$ cat src/verilog/mcuic_regs.svh
`ifndef MCUIC_REGS_SVH
`define MCUIC_REGS_SVH

// ----------------------------------------------------------------------
// Register offsets on the register port (one address bit).
// ----------------------------------------------------------------------
`define MCUIC_OFS_PRIMARY   1'h0
`define MCUIC_OFS_SECONDARY 1'h1

// ----------------------------------------------------------------------
// Field positions in irq_control_primary.
// ----------------------------------------------------------------------
`define MCUIC_PRI_GLB_EN    0
`define MCUIC_PRI_EXT_EN    1
`define MCUIC_PRI_T0_EN     2
`define MCUIC_PRI_T1_EN     3
`define MCUIC_PRI_EXT_FLAG  4
`define MCUIC_PRI_T0_FLAG   5
`define MCUIC_PRI_T1_FLAG   6

// ----------------------------------------------------------------------
// Field positions in irq_control_secondary.
// ----------------------------------------------------------------------
`define MCUIC_SEC_ADC_EN    0
`define MCUIC_SEC_ADC_FLAG  4

// ----------------------------------------------------------------------
// Reset values and vectors.
// ----------------------------------------------------------------------
`define MCUIC_RST_PRIMARY   8'h00
`define MCUIC_RST_SECONDARY 8'h00
`define MCUIC_VEC_EXT       8'h04
`define MCUIC_VEC_T0        8'h08
`define MCUIC_VEC_T1        8'h0C
`define MCUIC_VEC_ADC       8'h10

// ----------------------------------------------------------------------
// Timing: system clocks per machine cycle, and stack depth.
// ----------------------------------------------------------------------
`define MCUIC_PHASE_DIV     4
`define MCUIC_STACK_DEPTH   6

`endif

$ cat src/verilog/mcuic_pkg.sv
`default_nettype none

package mcuic_pkg;

  // Source index; the enum order is also the service priority.
  typedef enum logic [1:0] {
    MCUIC_SRC_EXT,
    MCUIC_SRC_T0,
    MCUIC_SRC_T1,
    MCUIC_SRC_ADC
  } mcuic_src_t;

  typedef logic [3:0] mcuic_src_vec_t;

  typedef enum logic {
    MCUIC_RUN,
    MCUIC_SLEEP
  } mcuic_core_state_t;

  // Highest-priority pending source; callers gate with |req.
  function automatic mcuic_src_t mcuic_pick(input mcuic_src_vec_t req);
    mcuic_src_t s;
    s = MCUIC_SRC_ADC;
    if (req[2]) begin
      s = MCUIC_SRC_T1;
    end
    if (req[1]) begin
      s = MCUIC_SRC_T0;
    end
    if (req[0]) begin
      s = MCUIC_SRC_EXT;
    end
    return s;
  endfunction

endpackage

`default_nettype wire

$ cat src/verilog/mcuic_if.sv
`timescale 1ns/10ps
`default_nettype none

interface mcuic_if #(
  parameter int PC_W = 12
);
  logic            reg_addr;
  logic [7:0]      reg_wdata;
  logic            reg_wr;
  logic            reg_rd;
  logic [7:0]      reg_rdata;
  logic            phase_two;
  logic            stack_full;
  logic            power_down;
  logic            irq_take;
  logic [PC_W-1:0] irq_vector;
  logic            wake;

  modport dev (
    input  reg_addr,
    input  reg_wdata,
    input  reg_wr,
    input  reg_rd,
    output reg_rdata,
    input  phase_two,
    input  stack_full,
    input  power_down,
    output irq_take,
    output irq_vector,
    output wake
  );

  modport core (
    output reg_addr,
    output reg_wdata,
    output reg_wr,
    output reg_rd,
    input  reg_rdata,
    output phase_two,
    output stack_full,
    output power_down,
    input  irq_take,
    input  irq_vector,
    input  wake
  );
endinterface

`default_nettype wire

$ cat src/verilog/mcuic_dev.sv
// The register offsets and strobed register access are this design's own decisions.
`timescale 1ns/10ps
`default_nettype none
`include "mcuic_regs.svh"

module mcuic_dev
  import mcuic_pkg::*;
#(
  parameter int PC_W = 12
) (
  input  wire logic clk,
  input  wire logic sys_rst,
  mcuic_if.dev      bus,
  input  wire logic port_a_line5,
  input  wire logic port_a_dir_bit5,
  input  wire logic pull_high_option,
  input  wire logic timer0_ovf,
  input  wire logic timer1_ovf,
  input  wire logic adc_done,
  output var  logic pull_high_en,
  output var  logic ext_pin_is_irq
);

  // --------------------------------------------------------------------
  // State.
  // --------------------------------------------------------------------
  logic            glb_en_ff;
  mcuic_src_vec_t  en_ff;
  mcuic_src_vec_t  flag_ff;
  logic            pin_prev_ff;
  logic            take_ff;
  logic [PC_W-1:0] vector_ff;
  logic            wake_ff;
  logic [7:0]      rdata_ff;
  logic            pull_ff;
  logic            pin_irq_ff;

  logic            wr_pri;
  logic            wr_sec;
  logic            ext_fall;
  mcuic_src_vec_t  evt;
  mcuic_src_vec_t  pend;
  logic            accept;
  mcuic_src_t      pick;
  mcuic_src_vec_t  clr_mask;
  logic [7:0]      nxt_vec8;
  logic [7:0]      pri_view;
  logic [7:0]      sec_view;

  localparam logic [7:0] RST_PRI = `MCUIC_RST_PRIMARY;

  // --------------------------------------------------------------------
  // Register decode.
  // --------------------------------------------------------------------
  assign wr_pri = bus.reg_wr && (bus.reg_addr == `MCUIC_OFS_PRIMARY);
  assign wr_sec = bus.reg_wr && (bus.reg_addr == `MCUIC_OFS_SECONDARY);

  // --------------------------------------------------------------------
  // Event detection.
  // --------------------------------------------------------------------
  // The pin acts as the interrupt input only once software has enabled
  // it and made the line an input; otherwise port traffic is ignored.
  assign ext_fall = pin_prev_ff && !port_a_line5 && en_ff[0]
                    && port_a_dir_bit5;
  assign evt = {adc_done, timer1_ovf, timer0_ovf, ext_fall};

  always_ff @(posedge clk) begin
    if (sys_rst) begin
      pin_prev_ff <= 1'b1;
    end else begin
      pin_prev_ff <= port_a_line5;
    end
  end

  // --------------------------------------------------------------------
  // Acceptance.
  // --------------------------------------------------------------------
  // Flags collect events at any time, but a decision is only made on
  // the machine phase pulse, so everything raised since the previous
  // pulse competes together.
  assign pend   = flag_ff & en_ff;
  assign accept = bus.phase_two && glb_en_ff
                  && !bus.stack_full && (|pend);
  assign pick   = mcuic_pick(pend);

  always_comb begin
    clr_mask = 4'h0;
    if (accept) begin
      clr_mask[pick] = 1'b1;
    end
  end

  always_comb begin
    unique case (pick)
      MCUIC_SRC_EXT: nxt_vec8 = `MCUIC_VEC_EXT;
      MCUIC_SRC_T0:  nxt_vec8 = `MCUIC_VEC_T0;
      MCUIC_SRC_T1:  nxt_vec8 = `MCUIC_VEC_T1;
      MCUIC_SRC_ADC: nxt_vec8 = `MCUIC_VEC_ADC;
    endcase
  end

  // The core pushes its next-instruction address on the same edge that
  // it sees irq_take and only then loads the vector.
  always_ff @(posedge clk) begin
    if (sys_rst) begin
      take_ff   <= 1'b0;
      vector_ff <= '0;
    end else begin
      take_ff <= accept;
      if (accept) begin
        vector_ff <= {{(PC_W-8){1'b0}}, nxt_vec8};
      end
    end
  end

  // --------------------------------------------------------------------
  // Global enable.
  // --------------------------------------------------------------------
  // Acceptance beats a software write in the same cycle, so a handler
  // can never be entered with nesting already open.
  always_ff @(posedge clk) begin
    if (sys_rst) begin
      glb_en_ff <= RST_PRI[`MCUIC_PRI_GLB_EN];
    end else if (accept) begin
      glb_en_ff <= 1'b0;
    end else if (wr_pri) begin
      glb_en_ff <= bus.reg_wdata[`MCUIC_PRI_GLB_EN];
    end
  end

  // --------------------------------------------------------------------
  // Per-source enables and request flags.
  // --------------------------------------------------------------------
  for (genvar i = 0; i < 4; i++) begin : g_src
    localparam int EN_POS = (i == 3) ? `MCUIC_SEC_ADC_EN
                                     : `MCUIC_PRI_EXT_EN + i;
    localparam int FL_POS = (i == 3) ? `MCUIC_SEC_ADC_FLAG
                                     : `MCUIC_PRI_EXT_FLAG + i;
    localparam logic [7:0] RST = (i == 3) ? `MCUIC_RST_SECONDARY
                                          : `MCUIC_RST_PRIMARY;
    logic sw_wr;
    assign sw_wr = (i == 3) ? wr_sec : wr_pri;

    always_ff @(posedge clk) begin
      if (sys_rst) begin
        en_ff[i] <= RST[EN_POS];
      end else if (sw_wr) begin
        en_ff[i] <= bus.reg_wdata[EN_POS];
      end
    end

    // A new event wins over both the service clear and a software
    // clear in the same cycle, so no request is ever lost.
    always_ff @(posedge clk) begin
      if (sys_rst) begin
        flag_ff[i] <= RST[FL_POS];
      end else if (evt[i]) begin
        flag_ff[i] <= 1'b1;
      end else if (clr_mask[i]) begin
        flag_ff[i] <= 1'b0;
      end else if (sw_wr) begin
        flag_ff[i] <= bus.reg_wdata[FL_POS];
      end
    end
  end

  // --------------------------------------------------------------------
  // Register read-back.
  // --------------------------------------------------------------------
  always_comb begin
    pri_view = 8'h00;
    pri_view[`MCUIC_PRI_GLB_EN]   = glb_en_ff;
    pri_view[`MCUIC_PRI_EXT_EN]   = en_ff[0];
    pri_view[`MCUIC_PRI_T0_EN]    = en_ff[1];
    pri_view[`MCUIC_PRI_T1_EN]    = en_ff[2];
    pri_view[`MCUIC_PRI_EXT_FLAG] = flag_ff[0];
    pri_view[`MCUIC_PRI_T0_FLAG]  = flag_ff[1];
    pri_view[`MCUIC_PRI_T1_FLAG]  = flag_ff[2];
    sec_view = 8'h00;
    sec_view[`MCUIC_SEC_ADC_EN]   = en_ff[3];
    sec_view[`MCUIC_SEC_ADC_FLAG] = flag_ff[3];
  end

  // Read data stand for exactly the cycle after the strobe.
  always_ff @(posedge clk) begin
    if (sys_rst) begin
      rdata_ff <= 8'h00;
    end else if (bus.reg_rd) begin
      rdata_ff <= (bus.reg_addr == `MCUIC_OFS_SECONDARY) ? sec_view
                                                         : pri_view;
    end else begin
      rdata_ff <= 8'h00;
    end
  end

  // --------------------------------------------------------------------
  // Wake-up and pin configuration.
  // --------------------------------------------------------------------
  // Wake needs only an enabled flag, not the global enable, so a core
  // sleeping with interrupts masked can still be woken and poll.
  always_ff @(posedge clk) begin
    if (sys_rst) begin
      wake_ff <= 1'b0;
    end else begin
      wake_ff <= bus.power_down && (|pend);
    end
  end

  always_ff @(posedge clk) begin
    if (sys_rst) begin
      pull_ff    <= 1'b0;
      pin_irq_ff <= 1'b0;
    end else begin
      pull_ff    <= pull_high_option;
      pin_irq_ff <= en_ff[0] && port_a_dir_bit5;
    end
  end

  assign bus.irq_take   = take_ff;
  assign bus.irq_vector = vector_ff;
  assign bus.wake       = wake_ff;
  assign bus.reg_rdata  = rdata_ff;
  assign pull_high_en   = pull_ff;
  assign ext_pin_is_irq = pin_irq_ff;

endmodule

`default_nettype wire

$ cat src/flat_wrapper.sv
// flat-port wrapper written by rule: the top's interface ports become plain ports
module mcuic_dev_flat import mcuic_pkg::*;
#(
  parameter int PC_W = 12
)
  (clk, sys_rst, port_a_line5, port_a_dir_bit5, pull_high_option, timer0_ovf, timer1_ovf, adc_done, pull_high_en, ext_pin_is_irq, bus_reg_addr, bus_reg_wdata, bus_reg_wr, bus_reg_rd, bus_reg_rdata, bus_phase_two, bus_stack_full, bus_power_down, bus_irq_take, bus_irq_vector, bus_wake);
  mcuic_if #(.PC_W(PC_W)) bus_i ();
  input  wire logic clk;
  input  wire logic sys_rst;
  input  wire logic port_a_line5;
  input  wire logic port_a_dir_bit5;
  input  wire logic pull_high_option;
  input  wire logic timer0_ovf;
  input  wire logic timer1_ovf;
  input  wire logic adc_done;
  output var  logic pull_high_en;
  output var  logic ext_pin_is_irq;
  input wire logic [$bits(bus_i.reg_addr)-1:0] bus_reg_addr;
  input wire logic [$bits(bus_i.reg_wdata)-1:0] bus_reg_wdata;
  input wire logic [$bits(bus_i.reg_wr)-1:0] bus_reg_wr;
  input wire logic [$bits(bus_i.reg_rd)-1:0] bus_reg_rd;
  output wire logic [$bits(bus_i.reg_rdata)-1:0] bus_reg_rdata;
  input wire logic [$bits(bus_i.phase_two)-1:0] bus_phase_two;
  input wire logic [$bits(bus_i.stack_full)-1:0] bus_stack_full;
  input wire logic [$bits(bus_i.power_down)-1:0] bus_power_down;
  output wire logic [$bits(bus_i.irq_take)-1:0] bus_irq_take;
  output wire logic [$bits(bus_i.irq_vector)-1:0] bus_irq_vector;
  output wire logic [$bits(bus_i.wake)-1:0] bus_wake;
  assign bus_i.reg_addr = bus_reg_addr;
  assign bus_i.reg_wdata = bus_reg_wdata;
  assign bus_i.reg_wr = bus_reg_wr;
  assign bus_i.reg_rd = bus_reg_rd;
  assign bus_reg_rdata = bus_i.reg_rdata;
  assign bus_i.phase_two = bus_phase_two;
  assign bus_i.stack_full = bus_stack_full;
  assign bus_i.power_down = bus_power_down;
  assign bus_irq_take = bus_i.irq_take;
  assign bus_irq_vector = bus_i.irq_vector;
  assign bus_wake = bus_i.wake;
  mcuic_dev #(.PC_W(PC_W)) u_core (.clk(clk), .sys_rst(sys_rst), .bus(bus_i), .port_a_line5(port_a_line5), .port_a_dir_bit5(port_a_dir_bit5), .pull_high_option(pull_high_option), .timer0_ovf(timer0_ovf), .timer1_ovf(timer1_ovf), .adc_done(adc_done), .pull_high_en(pull_high_en), .ext_pin_is_irq(ext_pin_is_irq));
endmodule
$ cat config.mk
export PLATFORM = sky130hd
export DESIGN_NAME = mcuic_dev_flat
export DESIGN_NICKNAME = d
export VERILOG_FILES = /design/src/verilog/mcuic_pkg.sv /design/src/verilog/mcuic_if.sv /design/src/verilog/mcuic_dev.sv /design/src/flat_wrapper.sv
export VERILOG_INCLUDE_DIRS = /design/src /design/src/verilog
export SDC_FILE = /design/constraint.sdc
export NUM_CORES = 1
export LEC_CHECK = 0
export BUFFER_PORTS_ARGS = -buffer_cell sky130_fd_sc_hd__buf_2
export CORE_MARGIN = 2
export CORE_UTILIZATION = 49
export DETAILED_ROUTE_END_ITERATION = 16
export GPL_TIMING_DRIVEN = 0
export PLACE_DENSITY = 0.85
export SKIP_LAST_GASP = 1
export SLEW_MARGIN = 30
export SYNTH_ARGS = -nofsm -noshare
export SYNTH_HDL_FRONTEND = slang
export SYNTH_SLANG_ARGS = --single-unit
$ cat constraint.sdc
create_clock -name clk -period 2.84 [get_ports clk]
set_input_delay 0.426 -clock clk [delete_from_list [all_inputs] [get_ports clk]]
set_output_delay 0.426 -clock clk [all_outputs]
set_load 0.05 [all_outputs]
==> summary.md, run 1 <==
| Metric | Value |
|---|---|
| Hold Path Origin | port_a_line5 |
| # setup viols final | 0 |
| Nets | 175 |
| Antenna violations before repair | 0 |
| # hold bufs at CTS | 0 |
| WHS Endpoint | u_core.pin_prev_ff$_SDFF_PP1_ |
| Crit path time final | 1.50 ns |
| Wire per inst | 10.4 um |
| Vert. Die Dim | 49.6 um |
| Hold Crit Class | in -> reg |
| Vias in the first global route | 757 |
| Register area share after synthesis | 47.1% |
| First-pass GRT wire length | 3040 um |
| Die area | 0.00246 mm2 |
| Total global routing overflow | 0 |
| Setup tns final | 0 ns |
| Die Wd | 49.6 um |
| Worst-skew pair later-pin latency | 0.30 ns |
| Max cap viols | 0 |
| Inserted Clock Buffers | 3 |
| Initial core utilization | 52.0% |
| Avg Cell Area, Syn | 9.81 um2 |
| Core ar. | 0.00196 mm2 |
| WL final | 1830 um |
| Pwr per Cell Area | 496 mW/mm2 |
| Worst R2R Path Depth | 5 |
| Final worst-path cycle share | 52.9% |
| 1st-iter DRT viols | 7 |
| Achievable Freq | 0.666 GHz |
| Critical Path AT | 1.73 ns |
| Critical Path End Type | flip-flop |
| Final std cells w/o fill | 176 |
| Register-to-register setup slack | 1.34 ns |
| H-Tree Level Count | 1 |
| CTS clk-pin slew, worst paths | 0.12 ns |
| Run status | finished, final reports clean |
| Netlist cell types | 29 |
| Inst Count DP | 172 |
| Remaining antenna violation count | 0 |
| Buffers on Ports | 32 |
| Yosys Warn Count | 0 |
| DP HPWL | 1480 um |
| Filler instances | 184 |
| GRT Overall Usage | 15.5% |
| CP Launch Point | u_core.en_ff[1]$_SDFFE_PP0P_ |
| Final Hold Vio Count | 0 |
| Via count | 822 |
| Ratio of cells with drive above 1 in the final layout | 36.9% |
| Layout Skew | 0.00132 ns |
| TritonCTS clock tree | yes |
| Initial DRT Pass Iterations | 3 |
| Final core utilization | 65.4% |
| Hold path depth | 2 |
| Worst-path fanout max | 4 |
| Vias/cell | 4.67 |
| Diode count | 0 |
| Drt drc | 0 |
| Synthesized cell area | 0.00102 mm2 |
| Postcts setup bufs | 0 |
| Pins Over Slew Limit | 0 |
| RePlAce Congestion | 0.772 |
| Mapped Cells | 104 |
| VDD IR max | 274 uV |
| Worst flop-to-flop path endpoint | u_core.bus.irq_vector[3]$_SDFFE_PP0P_ |
| Worst path required time | 3.06 ns |
| Number of top-level pins | 46 |
| WS Path Type | reg -> reg |
| Crit start category | flip-flop |
| Post-place instance area | 0.00125 mm2 |
| Largest net degree at the start of global routing | 14 |
| Unrepaired setup endpoints after global routing | false |
| Final Cell Area | 0.00128 mm2 |
| Clk sinks | 24 |
| FF-to-FF Start | u_core.en_ff[1]$_SDFFE_PP0P_ |
| Clk buf depth | 2 |
| Final hold slack | 0.322 ns |
| Area grow syn2layout | 25.9% |
| FP Rows | 16 |
| Clk root buf | clkbuf_4 |
| Post-cts sizing count | 0 |
| FF+latch count, synth | 24 |
| Leakage | 0.628 nW |
==> Yosys cell counts <==
| cell type | count | area share [%] |
|---|---|---|
| a211oi_1 | 5 | 3.7 |
| a21oi_1 | 2 | 0.98 |
| a21oi_4 | 1 | 1.6 |
| a22oi_2 | 1 | 1.2 |
| a311oi_1 | 3 | 2.6 |
| a32oi_1 | 1 | 0.86 |
| and2_1 | 5 | 3.1 |
| and3_1 | 1 | 0.61 |
| buf_4 | 12 | 8.8 |
| clkbuf_1 | 2 | 0.74 |
| conb_1 | 1 | 0.37 |
| dfxtp_1 | 24 | 47 |
| ha_1 | 3 | 3.7 |
| inv_1 | 4 | 1.5 |
| inv_2 | 1 | 0.37 |
| mux2_1 | 1 | 1.1 |
| mux2i_1 | 7 | 6.9 |
| nand2_1 | 4 | 1.5 |
| nand2_2 | 2 | 1.2 |
| nand2b_1 | 2 | 1.2 |
| nand3_1 | 2 | 0.98 |
| nand3b_1 | 1 | 0.74 |
| nor2_1 | 10 | 3.7 |
| nor2b_1 | 4 | 2.5 |
| nor2b_2 | 1 | 0.86 |
| nor3_1 | 1 | 0.49 |
| o21ai_0 | 1 | 0.49 |
| o22ai_1 | 1 | 0.61 |
| or2_2 | 1 | 0.61 |
==> layer usage <==
layer	track usage [%]	wire length [um]
met5	0	0
met4	6.94	40
met3	3.33	123
met2	28.7	896
met1	16.7	769
==> final cells by class <==
class | count | area [um2] | share of cell area, %
multi-input combinational | 70 | 457 | 35.6
buffer | 14 | 97.6 | 7.60
sequential | 24 | 480 | 37.4
inverter | 5 | 18.8 | 1.46
clock buffer | 4 | 36.3 | 2.83
tap | 27 | 33.8 | 2.63
timing repair buffer | 32 | 160 | 12.5
==> cell usage in the layout, fill, tap and decap left out, drive strengths merged <==
| cell | netlist | final |
|---|---|---|
| buf | 12 | 44 |
| dfxtp | 24 | 24 |
| nor2 | 10 | 10 |
| conb | 1 | 10 |
| mux2i | 7 | 7 |
| nand2 | 6 | 6 |
| clkbuf | 2 | 6 |
| and2 | 5 | 5 |
| a211oi | 5 | 5 |
| inv | 5 | 5 |
| nor2b | 5 | 5 |
| a311oi | 3 | 3 |
| ha | 3 | 3 |
| a21oi | 3 | 3 |
| nand2b | 2 | 2 |
| nand3 | 2 | 2 |
| a32oi | 1 | 1 |
| a22oi | 1 | 1 |
| nand3b | 1 | 1 |
| and3 | 1 | 1 |
| mux2 | 1 | 1 |
| o21ai | 1 | 1 |
| or2 | 1 | 1 |
| o22ai | 1 | 1 |
| nor3 | 1 | 1 |
==> worst max path at each step <==
| stage | end | cells past startpoint |
|---|---|---|
| global placement | u_core.flag_ff[0]$_SDFFE_PP0P_ | 6 |
| global route | u_core.bus.irq_vector[3]$_SDFFE_PP0P_ | 5 |
| floorplan | u_core.flag_ff[0]$_SDFFE_PP0P_ | 6 |
| finish | u_core.bus.irq_vector[3]$_SDFFE_PP0P_ | 5 |
| CTS | u_core.bus.irq_vector[3]$_SDFFE_PP0P_ | 5 |
| detailed placement | u_core.flag_ff[0]$_SDFFE_PP0P_ | 6 |
==> stage by stage <==
stage                     power [mW]  setup WS (ns)
after CTS                      0.641           1.32
after global placement         0.471           1.36
after floorplan                0.448           1.43
after global routing           0.665           1.10
after detailed placement       0.473           1.35
final                          0.636           1.34
==> flip-flops by register name, summed over array words and instances (netlist names) <==
name,count
u_core.bus.reg_rdata,7
u_core.bus.irq_take,1
u_core.glb_en_ff,1
u_core.en_ff,4
u_core.ext_pin_is_irq,1
u_core.bus.irq_vector,3
u_core.bus.wake,1
u_core.pull_high_en,1
u_core.flag_ff,4
u_core.pin_prev_ff,1
==> critical path, cell delays in order (launching register included) <==
cell      delay (ns)
dfxtp_1         0.37
nand2_1         0.10
a32oi_1         0.37
inv_1           0.08
ha_1            0.30
a211oi_1        0.20
==> power by group <==
group	total [mW]	leakage [nW]	internal (mW)	switching, mW
clock	0.170	0.0210	0.0781	0.0920
sequential	0.356	0.196	0.348	0.00801
combinational	0.110	0.411	0.0394	0.0705
total	0.636	0.628	0.466	0.171
==> kinds of logic after synthesis <==
| family | Yosys count | share of synthesized area, % |
|---|---|---|
| buffers and inverters | 19 | 11.4 |
| adders and majority gates | 3 | 3.68 |
| other | 1 | 0.368 |
| AOI/OAI and AO/OA | 15 | 12.0 |
| muxes | 8 | 7.98 |
| and+or+nand+nor | 34 | 17.4 |
| DFF | 24 | 47.1 |
Power figures use the tool's default switching activity.
==> run 2, diff against run 1 <==
--- a/config.mk
+++ b/config.mk
@@ -6,12 +6,13 @@
 export SDC_FILE = /design/constraint.sdc
 export NUM_CORES = 1
 export LEC_CHECK = 0
+export ABC_AREA = 1
 export BUFFER_PORTS_ARGS = -buffer_cell sky130_fd_sc_hd__buf_2
 export CORE_MARGIN = 2
-export CORE_UTILIZATION = 49
+export CORE_UTILIZATION = 45
 export DETAILED_ROUTE_END_ITERATION = 16
 export GPL_TIMING_DRIVEN = 0
-export PLACE_DENSITY = 0.85
+export PLACE_DENSITY = 0.79
 export SKIP_LAST_GASP = 1
 export SLEW_MARGIN = 30
 export SYNTH_ARGS = -nofsm -noshare
==> constraint.sdc (replaced) <==
create_clock -name clk -period 1.6 [get_ports clk]
set_input_delay 0.24 -clock clk [delete_from_list [all_inputs] [get_ports clk]]
set_output_delay 0.24 -clock clk [all_outputs]
set_load 0.05 [all_outputs]
==> run 2 against run 1 <==
Count of clock-buffer cells in the layout down 1. Routed wire length is 13% higher. Clock skew is 0.0078 ns higher. Final cell count rose by 17%. Synthesized cell count up 26%. Critical path depth up 2. Non-clock buffer count is 1 lower. Combinational power up 94%.
==> summary.md, run 2 <==
| Metric | Value |
|---|---|
| Run status | finished, final reports clean |
| VDD IR max | 420 uV |
| Hold Crit Class | in -> reg |
| Final Hold Vio Count | 0 |
| Top cells by area, synth | dfxtp_1 47%, nand2_1 8.9%, buf_4 7.4% |
| Leakage | 0.695 nW |
| Vias/cell | 4.38 |
| Hold Path Origin | pull_high_option |
| Post-place instance area | 0.00125 mm2 |
| Drt drc | 0 |
| Vias in the first global route | 808 |
| Vert. Die Dim | 51.5 um |
| Worst path required time | 1.87 ns |
| Yosys Warn Count | 0 |
| Final Cell Area | 0.00131 mm2 |
| Leading area contributor after synthesis | dfxtp_1 |
| Buffers on Ports | 34 |
| Max reg flops | 7 |
| Most frequent CP cell | nand2_1 |
| H-Tree Level Count | 1 |
| Diode count | 0 |
| CTS clk-pin slew, worst paths | 0.13 ns |
| Initial core utilization | 46.7% |
| Achievable Freq | 0.799 GHz |
| Remaining antenna violation count | 0 |
| Family with the most delay on the worst path | simple AND/OR/NAND/NOR gates |
| Mapped Cells | 131 |
| Area grow syn2layout | 28.8% |
| Pins Over Slew Limit | 0 |
| Netlist cell types | 18 |
| FF-to-FF Start | u_core.en_ff[0]$_SDFFE_PP0P_ |
| Critical path cell sequence | nand2_1, nand2_1, inv_1, ha_1, nand3_1, nand2_1, a21oi_1 |
| FF/Latch Area | 480 um2 |
| Total global routing overflow | 0 |
| Most common cell after layout, fill and taps aside | buf_2 |
| Largest net degree at the start of global routing | 15 |
| Filler instances | 202 |
| Layout Skew | 0.00910 ns |
| Final std cells w/o fill | 206 |
| Max cap viols | 0 |
| Worst-skew pair later-pin latency | 0.32 ns |
| Ratio of cells with drive above 1 in the final layout | 32.0% |
| WP buf/inv | 1 |
| Final core utilization | 60.1% |
| Register area share after synthesis | 47.4% |
| Avg Cell Area, Syn | 7.74 um2 |
| Final hold slack | 0.102 ns |
| DP HPWL | 1580 um |
| Multi-input logic area | 419 um2 |
| Worst-path fanout max | 3 |
| Nets | 204 |
| CP Launch Point | u_core.en_ff[0]$_SDFFE_PP0P_ |
| Inserted Clock Buffers | 3 |
| Via count | 903 |
| # hold bufs at CTS | 0 |
| Initial DRT Pass Iterations | 4 |
| Wire per inst | 10.0 um |
| Critical Path AT | 1.52 ns |
| Clk sinks | 24 |
| WL final | 2060 um |
| Die area | 0.00265 mm2 |
| Commonest cells in the netlist | 24 x dfxtp_1, 24 x nand2_1, 15 x inv_1 |
| Die Wd | 51.5 um |
| FP Rows | 17 |
| EDFF count, synth | 0 |
| 1st-iter DRT viols | 10 |
| Unrepaired setup endpoints after global routing | false |
| # setup viols final | 0 |
| Crit start category | flip-flop |
| CP peak stage delay | 0.40 ns |
| Post-cts sizing count | 0 |
| Worst path slowest cell | dfxtp_1 |
| FF+latch count, synth | 24 |
| Final worst-path cycle share | 78.2% |
| Number of top-level pins | 46 |
| Clk buf depth | 2 |
| Setup tns final | 0 ns |
| First-pass GRT wire length | 3240 um |
| Core ar. | 0.00217 mm2 |
| Most frequent cells in the layout | 35 x buf_2, 24 x nand2_1, 24 x dfxtp_1, 15 x inv_1, 14 x nor2_1 |
| RePlAce Congestion | 0.887 |
| Inst Count DP | 202 |
| Postcts setup bufs | 0 |
| Pwr per Cell Area | 983 mW/mm2 |
| Antenna violations before repair | 0 |
| WS Path Type | reg -> reg |
| Synthesized cell area | 0.00101 mm2 |
| GRT Overall Usage | 16.5% |
| Clk root buf | clkbuf_4 |
| TritonCTS clock tree | yes |
| Dominant synthesized flop cell | dfxtp_1 |
| Asr flop ratio synth | 0% |
| Area share of the largest cell type after synthesis | 47.4% |
| Critical Path End Type | flip-flop |
| Crit path time final | 1.25 ns |
## run 2: cell types whose count changed after synthesis, moves of 5 or more
cell and change:
a211oi_1 -5, a21oi_1 +7, and2_1 -5, inv_1 +11
mux2i_1 -7, nand2_1 +20, nand3_1 +6, o21ai_0 +9
## run 2: path summary, 6_finish.rpt
path | end | slack [ns] | cells past startpoint
worst min register to register | u_core.bus.reg_rdata[3]$_SDFF_PP0_ | 0.47 | 2
worst max-delay path | u_core.flag_ff[3]$_SDFFE_PP0P_ | 0.35 | 7
worst min-delay path | u_core.pull_high_en$_SDFF_PP0_ | 0.10 | 3
worst max register to register | u_core.flag_ff[3]$_SDFFE_PP0P_ | 0.35 | 7
## run 2: cell families (layout without fill, tap and decap cells)
logic type      Yosys count  in the layout  share of synthesized area [%]
fa+ha+maj                 3              3                           3.70
other cells               1             10                          0.370
flops                    24             24                           47.4
simple gates             53             53                           23.6
buf+inv                  29             67                           14.6
compound gates           21             21                           10.4
## run 2: metrics by stage
| step | setup slack [ns] | power (mW) |
|---|---|---|
| after detailed placement | 0.386 | 0.857 |
| final | 0.348 | 1.28 |
| after CTS | 0.323 | 1.29 |
| after global placement | 0.432 | 0.852 |
| after global routing | 0.212 | 1.34 |
| after floorplan | 0.549 | 0.807 |
## run 2: power breakdown
group,total [mW],leakage [nW],internal [mW],switching (mW)
Clock,0.437,0.0279,0.254,0.184
Combinational,0.213,0.471,0.0670,0.146
Sequential,0.633,0.196,0.621,0.0120
Total,1.28,0.695,0.942,0.342
## run 2: layout make-up
cell class                 count  share of cell area, %
multi-input combinational     87                   32.1
buffer                        11                   6.14
inverter                      18                   5.18
tap                           28                   2.68
timing repair buffer          34                   13.0
sequential                    24                   36.8
clock inverter                 1                   2.30
clock buffer                   3                   1.73
## run 2: tightest hold or removal path, cell delays in order
cell and delay (ns):
buf_2 0.09, inv_1 0.04, nor2_1 0.03
## run 2: per-layer routing
layer  share of wire (%)  GRT usage (%)  routed length, um  up-vias
met5                   0              0                  0        -
met4                 2.5           10.1                 52        0
met3                 4.7           2.92                 96        5
met2                  49           28.8               1020       25
met1                  43           18.4                893      393
li1                    -              -                  -      480
==> run 3, diff against run 2 <==
--- a/config.mk
+++ b/config.mk
@@ -6,7 +6,7 @@
 export SDC_FILE = /design/constraint.sdc
 export NUM_CORES = 1
 export LEC_CHECK = 0
-export ABC_AREA = 1
+export ABC_AREA = 0
 export BUFFER_PORTS_ARGS = -buffer_cell sky130_fd_sc_hd__buf_2
 export CORE_MARGIN = 2
 export CORE_UTILIZATION = 45
==> constraint.sdc (replaced) <==
create_clock -name clk -period 1.3 [get_ports clk]
set_input_delay 0.195 -clock clk [delete_from_list [all_inputs] [get_ports clk]]
set_output_delay 0.195 -clock clk [all_outputs]
set_load 0.05 [all_outputs]
==> run 3 against run 2 <==
Sequential power rose by 24%. Critical endpoint is now u_core.bus.irq_vector[4]$_SDFFE_PP0P_. Combinational power rose by 23%. Clock skew decreased by 0.0013 ns. Via count fell by 7.1%. Largest cell class is now multi-input combinational cells.
==> summary.md, run 3 (synthesis results as in run 1) <==
| Metric | Value |
|---|---|
| Run status | finished, final reports clean |
| Achievable Freq | 0.800 GHz |
| 1st-iter DRT viols | 17 |
| Vias/cell | 4.58 |
| WS Path Type | reg -> reg |
| Final worst-path cycle share | 96.2% |
| Nets | 181 |
| Antenna violations before repair | 0 |
| Core ar. | 0.00217 mm2 |
| Max-slew headroom | 65.8% |
| Register-to-register setup slack | 0.05 ns |
| FP Rows | 17 |
| Final Cell Area | 0.00143 mm2 |
| GRT Overall Usage | 17.5% |
| CTS clk-pin slew, worst paths | 0.13 ns |
| Initial core utilization | 47.0% |
| Post-route setup slack | 0.0493 ns |
| WL final | 2200 um |
| Worst flop-to-flop path endpoint | u_core.bus.irq_vector[4]$_SDFFE_PP0P_ |
| Drt drc | 0 |
| Worst path slowest cell | dfxtp_2 |
| Inserted Clock Buffers | 3 |
| Inst Count DP | 173 |
| Most frequent CP cell | nand2_4 |
| Buffers on Ports | 32 |
| Die area | 0.00266 mm2 |
| Remaining antenna violation count | 0 |
| Clk buf depth | 2 |
| Critical Path End Type | flip-flop |
| Final Hold Vio Count | 0 |
| Layout Skew | 0.00783 ns |
| Pwr per Cell Area | 1110 mW/mm2 |
| Critical Path AT | 1.45 ns |
| Total global routing overflow | 0 |
| Clk root buf | clkbuf_4 |
| RePlAce Congestion | 0.829 |
| Vert. Die Dim | 51.6 um |
| First-pass GRT wire length | 3340 um |
| Ratio of cells with drive above 1 in the final layout | 47.7% |
| Via count | 839 |
| Worst Tran Pin Value | 0.512 ns |
| Tot Pwr | 1.58 mW |
| Crit path to | u_core.bus.irq_vector[4]$_SDFFE_PP0P_ |
| Post-place instance area | 0.00126 mm2 |
| Initial DRT Pass Iterations | 4 |
| Max cap viols | 0 |
| TritonCTS clock tree | yes |
| Max reg flops | 7 |
| Most common cell after layout, fill and taps aside | buf_2 |
| # hold bufs at CTS | 0 |
| Crit path time final | 1.25 ns |
| CP peak stage delay | 0.39 ns |
| Die Wd | 51.6 um |
| Largest net degree at the start of global routing | 15 |
| FF-to-FF Start | u_core.en_ff[1]$_SDFFE_PP0P_ |
| Vias in the first global route | 727 |
| CP Launch Point | u_core.en_ff[1]$_SDFFE_PP0P_ |
| Hold Crit Class | in -> reg |
| Worst R2R Path Depth | 6 |
| Final core utilization | 65.9% |
| Final std cells w/o fill | 183 |
| Most frequent cells in the layout | 32 x buf_2, 18 x buf_4, 18 x dfxtp_1, 10 x nor2_1, 10 x conb_1 |
| Wire per inst | 12.0 um |
| Worst-path fanout max | 8 |
| Diode count | 0 |
| Area grow syn2layout | 40.1% |
| Worst path required time | 1.50 ns |
| Critical path cell sequence | nand2_4, nand2_4, inv_4, a21oi_4, mux2i_1, nor2_1 |
| Crit start category | flip-flop |
| Pins Over Slew Limit | 0 |
| Worst slack, placed | -0.111 ns |
| Clk sinks | 24 |
| H-Tree Level Count | 1 |
| DP HPWL | 1480 um |
| VDD IR max | 715 uV |
| Number of top-level pins | 46 |
| Leakage | 0.699 nW |
| # setup viols final | 0 |
| Worst-skew pair later-pin latency | 0.32 ns |
## run 3: cell type report
type                    count  area (um2)
plain buffers              14        97.6
clock buffers               3        22.5
clock inverters             1        30.0
fillers                   194         741
inverters                   5        21.3
multi-input cells          70         524
flip-flops and latches     24         493
well taps                  28        35.0
repair buffers             38         205
## run 3: routing by layer
layer	global-route usage (%)	up-vias	wire (um)
li1	-	432	-
met1	21.4	379	917
met2	27.6	24	1100
met3	4.31	4	113
met4	10.5	0	68
met5	0	-	0
## run 3: power by group
group | internal, mW | switching [mW] | leakage, nW | total, mW
Clock | 0.312 | 0.223 | 0.0279 | 0.535
Combinational | 0.0974 | 0.164 | 0.472 | 0.262
Sequential | 0.761 | 0.0228 | 0.199 | 0.784
Total | 1.17 | 0.410 | 0.699 | 1.58
## run 3: how the worst min path moves through the flow
stage | from | to | depth (start not counted)
2_1_floorplan | port_a_line5 | u_core.pin_prev_ff$_SDFF_PP1_ | 1
3_3_place_gp | port_a_line5 | u_core.pin_prev_ff$_SDFF_PP1_ | 2
3_5_place_dp | port_a_line5 | u_core.pin_prev_ff$_SDFF_PP1_ | 2
4_1_cts | port_a_line5 | u_core.pin_prev_ff$_SDFF_PP1_ | 2
5_1_grt | port_a_line5 | u_core.pin_prev_ff$_SDFF_PP1_ | 2
6_report | port_a_line5 | u_core.pin_prev_ff$_SDFF_PP1_ | 2
## run 3: critical path, delay by kind of cell, from the launching register on
kind            cells  cell delay (ns)
flops               1             0.39
mux                 1             0.21
compound gates      1             0.24
simple gates        3             0.22
buf+inv             1             0.06
## run 3: timing repair
item                       4_1_cts  5_1_grt
setup endpoints to repair        4        8
buffers inserted                 4        2
pin swaps                        2        5
resized for setup                3       16
gates cloned                     0        0
## run 3: metrics by stage
step | hold slack [ns] | TNS (ns)
floorplan | 0.315 | 0
global placement | 0.404 | -0.136
detailed placement | 0.406 | -0.180
CTS | 0.0661 | 0
global route | 0.0437 | -0.0594
finish | 0.0692 | 0
